===== src/shared/tag_ram_pkg.sv =====
// package: pin timing constants and command codes for the tag ram controller
package tag_ram_pkg;
  localparam int unsigned clk_period_ns = 50;
  // pin timings in nanoseconds, slowest grade; the clear duty limit in percent
  localparam int unsigned min_write_pulse_ns = 14;
  localparam int unsigned write_turnoff_delay_ns = 9;
  localparam int unsigned data_valid_before_write_end_ns = 12;
  localparam int unsigned min_clear_pulse_ns = 25;
  localparam int unsigned addr_setup_ns = 0;
  localparam int unsigned clear_to_write_ns = 5;
  localparam int unsigned match_valid_ns = 25;
  localparam int unsigned clear_duty_pct = 10;
  // least times round up, at least one cycle
  function automatic int unsigned cyc_up(input int unsigned ns);
    int unsigned c;
    c = (ns + clk_period_ns - 1) / clk_period_ns;
    return (c < 1) ? 1 : c;
  endfunction
  localparam int unsigned wpulse_oe_ns =
    (min_write_pulse_ns > write_turnoff_delay_ns + data_valid_before_write_end_ns) ?
    min_write_pulse_ns : (write_turnoff_delay_ns + data_valid_before_write_end_ns);
  localparam int unsigned write_cyc = cyc_up(wpulse_oe_ns);
  localparam int unsigned turnoff_cyc = cyc_up(write_turnoff_delay_ns);
  localparam int unsigned clear_cyc = cyc_up(min_clear_pulse_ns);
  localparam int unsigned clear_recover_cyc = cyc_up(clear_to_write_ns);
  localparam int unsigned match_cyc = cyc_up(match_valid_ns);
  localparam int unsigned setup_cyc = cyc_up(addr_setup_ns);
  // idle after a clear keeps the clear pin low at most a tenth of the time
  localparam int unsigned clear_idle_cyc = clear_cyc * (100 / clear_duty_pct - 1);
  localparam int unsigned cnt_w = 8;
  // commands on the user side
  localparam logic [1:0] cmd_match = 2'h0;
  localparam logic [1:0] cmd_write = 2'h1;
  localparam logic [1:0] cmd_read = 2'h2;
  localparam logic [1:0] cmd_clear = 2'h3;
  typedef enum logic [2:0] {
    st_idle = 3'b000,
    st_setup = 3'b001,
    st_strobe = 3'b011,
    st_sample = 3'b010,
    st_hold = 3'b110,
    st_recover = 3'b111
  } ctl_state_e;
endpackage


===== src/shared/pulse_timer_if.sv =====
// interface: load and done between the sequencer and its interval timer
interface pulse_timer_if;
  logic load;
  logic [7:0] count;
  logic done;
  modport owner (output load, output count, input done);
  modport timer (input load, input count, output done);
endinterface


===== src/pulse_timer.sv =====
// interval timer: counts down a loaded number of cycles
module pulse_timer
  import tag_ram_pkg::*;
(
  input wire logic clk_sys,
  input wire logic reset,
  pulse_timer_if.timer tmr
);
  logic [cnt_w-1:0] left_r;
  logic [cnt_w-1:0] left_nxt;
  wire logic busy = (left_r != '0);
  // load wins over counting so back to back intervals start clean
  assign left_nxt = tmr.load ? tmr.count : (busy ? left_r - 8'h01 : left_r);
  assign tmr.done = (left_r == 8'h01);
  always_ff @(posedge clk_sys or posedge reset) begin
    if (reset) begin
      left_r <= '0;
    end else begin
      left_r <= left_nxt;
    end
  end
endmodule


===== src/tag_ram_ctrl.sv =====
// controller that drives the tag compare ram through its pins
//
// Summary of operation
// - write strobe stays high whenever the index changes
// - write pulse with output drive low is max of pulse and turnoff plus data
// - controller never drives data while device drivers may still be on
// - index and data inputs are never left floating while hit is used
// - clear pin low at most a tenth of the time
//
// limits: one command in flight at a time; every interval is a whole number of clock
// periods, so at this slow clock the pin timings are met with a wide margin
module tag_ram_ctrl
  import tag_ram_pkg::*;
#(
  parameter int unsigned index_w = 12,
  parameter int unsigned data_w = 4
)
(
  input wire logic clk_sys,
  input wire logic reset,
  input wire logic cmd_valid,
  input wire logic [1:0] cmd_op,
  input wire logic [index_w-1:0] cmd_index,
  input wire logic [data_w-1:0] cmd_data,
  output logic cmd_ready,
  output logic rsp_valid,
  output logic rsp_hit,
  output logic [data_w-1:0] rsp_data,
  output logic tags_cleared,
  output logic [index_w-1:0] tag_index,
  output logic [data_w-1:0] tag_data_out,
  output logic tag_data_oe_n,
  input wire logic [data_w-1:0] tag_data_in,
  input wire logic hit_in,
  output logic write_strobe_n,
  output logic output_drive_n,
  output logic array_clear_n
);
  // ************************************************************
  // elaboration checks
  // ************************************************************
  if (index_w != 12 || data_w != 4) begin : g_bad_size
    $error("tag ram controller serves only a 4096 by 4 array");
  end
  // every interval is loaded into an 8 bit down counter
  if (clear_idle_cyc > 255 || write_cyc > 255 || match_cyc > 255 || clear_cyc > 255) begin : g_bad_cnt
    $error("timing counts exceed timer width");
  end
  // the idle tail after a clear is what keeps the clear pin under its duty limit
  if (clear_idle_cyc * clear_duty_pct < clear_cyc * (100 - clear_duty_pct)) begin : g_bad_duty
    $error("clear idle too short for the duty limit");
  end

  // ************************************************************
  // state and pin registers
  // ************************************************************
  ctl_state_e state_r, state_nxt;
  logic [1:0] op_r;
  logic cleared_r;
  // one shared timer: only one interval runs at any time
  pulse_timer_if tmr ();

  pulse_timer u_timer (
    .clk_sys(clk_sys),
    .reset(reset),
    .tmr(tmr)
  );

  // ************************************************************
  // decode
  // ************************************************************
  // the startup clear is forced before any user command is taken
  wire logic take = (state_r == st_idle) && cmd_valid && cleared_r;
  wire logic take_clr = (state_r == st_idle) && !cleared_r;
  wire logic [1:0] take_op = cleared_r ? cmd_op : cmd_clear;
  wire logic is_wr = (op_r == cmd_write);
  wire logic is_rd = (op_r == cmd_read);
  wire logic is_clr = (op_r == cmd_clear);
  // op of the command in flight, the new one already on the edge that takes it
  wire logic [1:0] op_sel = (take || take_clr) ? take_op : op_r;
  // strobe length per operation
  wire logic [7:0] strobe_len = is_clr ? 8'(clear_cyc) : (is_wr ? 8'(write_cyc) : 8'(match_cyc));
  wire logic [7:0] recover_len = is_clr ? 8'(clear_idle_cyc) : 8'(clear_recover_cyc);

  // ************************************************************
  // sequencer
  // ************************************************************

  // sequence: setup, strobe, sample, hold, recover
  // defaults: no timer load, state stays
  always_comb begin
    state_nxt = state_r;
    tmr.load = 1'b0;
    tmr.count = 8'h00;
    case (state_r)
      st_idle: begin
        if (take || take_clr) begin
          state_nxt = st_setup;
          tmr.load = 1'b1;
          tmr.count = 8'(setup_cyc);
        end
      end
      // index and data settle for one interval before any strobe falls
      st_setup: begin
        if (tmr.done) begin
          state_nxt = st_strobe;
          tmr.load = 1'b1;
          tmr.count = strobe_len;
        end
      end
      st_strobe: begin
        if (tmr.done) begin
          state_nxt = st_sample;
        end
      end
      // hit and read data are taken on the edge that leaves this state
      st_sample: begin
        state_nxt = st_hold;
        tmr.load = 1'b1;
        tmr.count = 8'(turnoff_cyc);
      end
      // hold gives the device drivers their turnoff time after a read
      st_hold: begin
        if (tmr.done) begin
          state_nxt = st_recover;
          tmr.load = 1'b1;
          tmr.count = recover_len;
        end
      end
      // recover spaces commands; after a clear it keeps the duty low
      st_recover: begin
        if (tmr.done) begin
          state_nxt = st_idle;
        end
      end
      default: state_nxt = st_idle;
    endcase
  end

  // ************************************************************
  // pin drive
  // ************************************************************

  // pin levels for next cycle; index moves only in idle with strobe high
  wire logic in_strobe_nxt = (state_nxt == st_strobe);
  wire logic we_n_nxt = !(in_strobe_nxt && is_wr);
  wire logic clr_n_nxt = !(in_strobe_nxt && is_clr);
  // output drive low only for reads; high keeps device compare mode
  wire logic oe_n_nxt = !((state_nxt == st_strobe || state_nxt == st_sample) && is_rd);
  // our data drivers on for match and write, off around reads and clears
  wire logic drv_nxt = (op_sel != cmd_read) && (op_sel != cmd_clear) && (state_nxt != st_idle);

  // state and the op of the command in flight
  always_ff @(posedge clk_sys or posedge reset) begin
    if (reset) begin
      state_r <= st_idle;
      op_r <= cmd_match;
    end else begin
      state_r <= state_nxt;
      if (take || take_clr) begin
        op_r <= take_op;
      end
    end
  end

  // pin flops; output drive and clear idle high, data floats
  always_ff @(posedge clk_sys or posedge reset) begin
    if (reset) begin
      write_strobe_n <= 1'b1;
      array_clear_n <= 1'b1;
      output_drive_n <= 1'b1;
      tag_data_oe_n <= 1'b1;
      tag_index <= '0;
      tag_data_out <= '0;
    end else begin
      write_strobe_n <= we_n_nxt;
      array_clear_n <= clr_n_nxt;
      output_drive_n <= oe_n_nxt;
      tag_data_oe_n <= !drv_nxt;
      // index and data move only on the taking edge, while every strobe is high
      tag_index <= (take || take_clr) ? cmd_index : tag_index;
      tag_data_out <= (take || take_clr) ? cmd_data : tag_data_out;
    end
  end

  // ************************************************************
  // response
  // ************************************************************

  // answer in sample: hit only trusted for match; hit ignored in write, read, clear
  wire logic sample = (state_r == st_sample);
  always_ff @(posedge clk_sys or posedge reset) begin
    if (reset) begin
      rsp_valid <= 1'b0;
      rsp_hit <= 1'b0;
      rsp_data <= '0;
      cleared_r <= 1'b0;
      tags_cleared <= 1'b0;
      cmd_ready <= 1'b0;
    end else begin
      rsp_valid <= sample;
      rsp_hit <= sample ? (hit_in && (op_r == cmd_match)) : rsp_hit;
      // read data latched; data after a clear is undefined so not returned
      rsp_data <= (sample && is_rd) ? tag_data_in : rsp_data;
      cleared_r <= cleared_r || (sample && is_clr);
      tags_cleared <= cleared_r || (sample && is_clr);
      cmd_ready <= (state_nxt == st_idle) && (cleared_r || (sample && is_clr));
    end
  end
endmodule


===== config.mk =====
export PLATFORM = sky130hd
export DESIGN_NAME = tag_ram_ctrl
export DESIGN_NICKNAME = d
export VERILOG_FILES = /design/src/shared/tag_ram_pkg.sv /design/src/shared/pulse_timer_if.sv /design/src/pulse_timer.sv /design/src/tag_ram_ctrl.sv
export SDC_FILE = /design/constraint.sdc
export NUM_CORES = 1
export LEC_CHECK = 0
export ABC_AREA = 1
export BUFFER_PORTS_ARGS = -buffer_cell sky130_fd_sc_hd__buf_2
export CORE_UTILIZATION = 55
export DETAILED_ROUTE_END_ITERATION = 10
export PLACE_DENSITY = 0.83
export SLEW_MARGIN = 20
export SYNTH_ARGS = -nofsm -noshare
export SYNTH_HDL_FRONTEND = slang
export SYNTH_HIERARCHICAL = 1
export SYNTH_SLANG_ARGS = --single-unit

===== constraint.sdc =====
create_clock -name clk_sys -period 5.5 [get_ports clk_sys]
set_input_delay 0.275 -clock clk_sys [delete_from_list [all_inputs] [get_ports clk_sys]]
set_output_delay 0.275 -clock clk_sys [all_outputs]
set_load 0.05 [all_outputs]

==> flow_summary.toml <==
[synth]
syn_area_um2 = 1970
ys_warn_count = 6
syn_area_per_cell_um2 = 8.33
synth_cells = 236
synth_cell_types = 24
seq_area_frac_synth = 0.524
ys_ff_latch = 41

[route]
postRouteAntennaNets = 0
dr.pass1.iters = 4
drt-wirelength-per-cell_um = 10.9
wl_um = 3770
drt-initial-drc-count = 73
vias_per_cell = 4.78
routed-via-count = 1660
route.detailed.drc = 0

[critical_path]
r2r_start = "u_timer/left_r[1]"
r2r_setup_slack_ns = 3.17
max_stage_delay_ns = 0.39
critPathRequiredTime_ns = 5.79
critical_path_class = "reg -> reg"
worst_ep_arrival_time_ns = 2.63
cpMaxStageDelayCell = "dfrtp_1"
cp_max_fo = 12
endpoint_kind = "flop"
r2r_end = "u_timer/left_r[7]"
worstRegToRegCells = 14
cp_top_family = "simple AND/OR/NAND/NOR gates"
setup.worst_path.start_class = "flop"
cp_num_buf_inv = 4
cp_cell_sequence = "inv_1 -> ha_1 -> nand3_1 -> nor2_1 -> nand4_1 -> nand4_1 -> inv_2 -> nand2_2 -> nor2_4 -> nand3_4 -> inv_2 -> nor2_1 -> nand2_1 -> inv_1"

[sta]
fin_crit_ns = 2.33
hold_violations = 0
finalCritPeriodShare = 0.424
finalSetupViolCount = 0
worst_clock_skew_ns = 0.0124
rsz0062_at_grt = "no"
max_freq_mhz = 429
fin_tns_setup_ns = 0
slew_viol_final = 0

[grt]
grt_max_degree = 34
grt_pass1_vias = 1404
antenna_found_initial = 0
track_usage = 0.222
grt_pass1_wl_um = 6040
grt-ovfl-total = 0

[cts]
root_buffer = "clkbuf_4"
postCtsSetupRepairBufs = 0
insertion_delay_ns = 0.35
htreeDepth = 2
cts_buffers = 5
clock_sinks = 41
cts_max_path_buffers = 2
clkTransAtPathRegs_ns = 0.12
tritoncts = "yes"

[power]
p_leak_uw = 0.00128
powerDensity_nw_per_um2 = 653
vdd_ir_drop_max_uv = 399

[worst_hold_path]
hold_path_class = "in -> reg"
hold_depth = 3
hold_path.startpoint = "cmd_data[0]"
min_to = "tag_data_out[0]"

[floorplanning]
top_level_ports = 54
rows = 21
design.die.area_um2 = 3820
coreArea_um2 = 3390
start_util = 0.580
die_w_um = 61.8
dieHeight_um = 61.8

[placement]
placed_area_um2 = 2280
dp_hpwl_um = 2800
port_buffers = 53
gp_congestion = 0.887
dp_cells = 338

[cells_and_area]
stdcell_area_um2 = 2360
layout.nets = 329
syn2layout_area_growth_pct = 19.9
fillers = 288
mostFrequentLayoutCell = "nand2_1"
final_layout_size_suffix_gt1_frac = 0.272
final_cell_mix = "nand2_1, buf_2, dfrtp_1"
stdcell_count = 347
diodes = 0

[run]
maxCapViolCount = 0

[run_status]
status = "completed"
[per-stage QoR]
stage	utilization	power [uW]	hold WS (ns)	setup WS, ns
3_3_place_gp	0.674	1370	0.252	3.40
3_5_place_dp	0.674	1390	0.261	3.25
6_report	0.696	1540	0.104	3.17
4_1_cts	0.696	1550	0.0955	3.21
5_1_grt	0.696	1670	0.0956	2.95
2_1_floorplan	-	1220	0.0907	3.50
[Yosys cell counts (all sizes together)]
| master | number | area share |
|---|---|---|
| xor2 | 1 | 0.0045 |
| inv | 29 | 0.055 |
| conb | 1 | 0.0019 |
| dfstp | 4 | 0.053 |
| nand2 | 90 | 0.18 |
| buf | 3 | 0.017 |
| nand3 | 18 | 0.059 |
| xnor2 | 1 | 0.0045 |
| ha | 3 | 0.019 |
| o211ai | 1 | 0.0038 |
| a21oi | 5 | 0.013 |
| nand4 | 3 | 0.0095 |
| dfrtp | 37 | 0.47 |
| o21ai | 14 | 0.036 |
| nor2 | 26 | 0.073 |
[worst min-delay path, cell delays in order]
cell and delay [ns]:
buf_2 0.07, nand2_1 0.04, nand2_1 0.04
[what timing repair did]
action / in CTS / in global routing
gates resized for setup: 0 / 0
hold endpoints to repair: 27 / 0
hold buffers: 1 / 0
[state kept, by name, indices dropped and copies added, names as in the netlist, 2 cells and up]
name and flops:
tag_index 12, op_r 2, u_timer/left_r 8, state_r 3
rsp_data 4, tag_data_out 4
[power by group]
part	internal [uW]	switching (uW)	leakage (uW)
clock network	62.4	95.7	0.0000382
logic	220	631	0.000769
registers	438	93.2	0.000475
total	721	820	0.00128
[worst max path at each step]
stage	startpoint	to	depth (start not counted)
floorplan	cleared_r	u_timer/left_r[7]	12
global placement	u_timer/left_r[1]	u_timer/left_r[7]	14
detailed placement	u_timer/left_r[1]	u_timer/left_r[7]	14
CTS	u_timer/left_r[1]	u_timer/left_r[7]	14
global route	u_timer/left_r[1]	u_timer/left_r[5]	14
finish	u_timer/left_r[1]	u_timer/left_r[7]	14
[final cells by class]
| type | instances | area [um^2] | share of cell area |
|---|---|---|---|
| clock buffer | 6 | 51.3 | 0.0218 |
| multi-input combinational | 168 | 813 | 0.345 |
| tap | 46 | 57.6 | 0.0244 |
| inverter | 29 | 109 | 0.0462 |
| clock inverter | 2 | 13.8 | 0.00584 |
| sequential | 41 | 1030 | 0.437 |
| timing repair buffer | 55 | 283 | 0.120 |
[routing by layer]
| metal | vias up | global-route usage | routed length (um) |
|---|---|---|---|
| met1 | 737 | 0.313 | 1750 |
| met2 | 60 | 0.329 | 1750 |
| met4 | 0 | 0.0857 | 74 |
| li1 | 854 | - | - |
| met5 | - | 0 | 0 |
| met3 | 9 | 0.0600 | 201 |
[cells by family (layout without fill, tap and decap cells)]
group,after synthesis,count (layout),share of synthesized area
DFF,41,41,0.524
other,1,6,0.00191
and+or+nand+nor,137,137,0.322
AOI/OAI and AO/OA,20,20,0.0522
adders and majority gates,3,3,0.0191
buffers and inverters,32,92,0.0719
xor gates and xnor gates,2,2,0.00891
No activity file was read; power rests on OpenSTA's default activity.
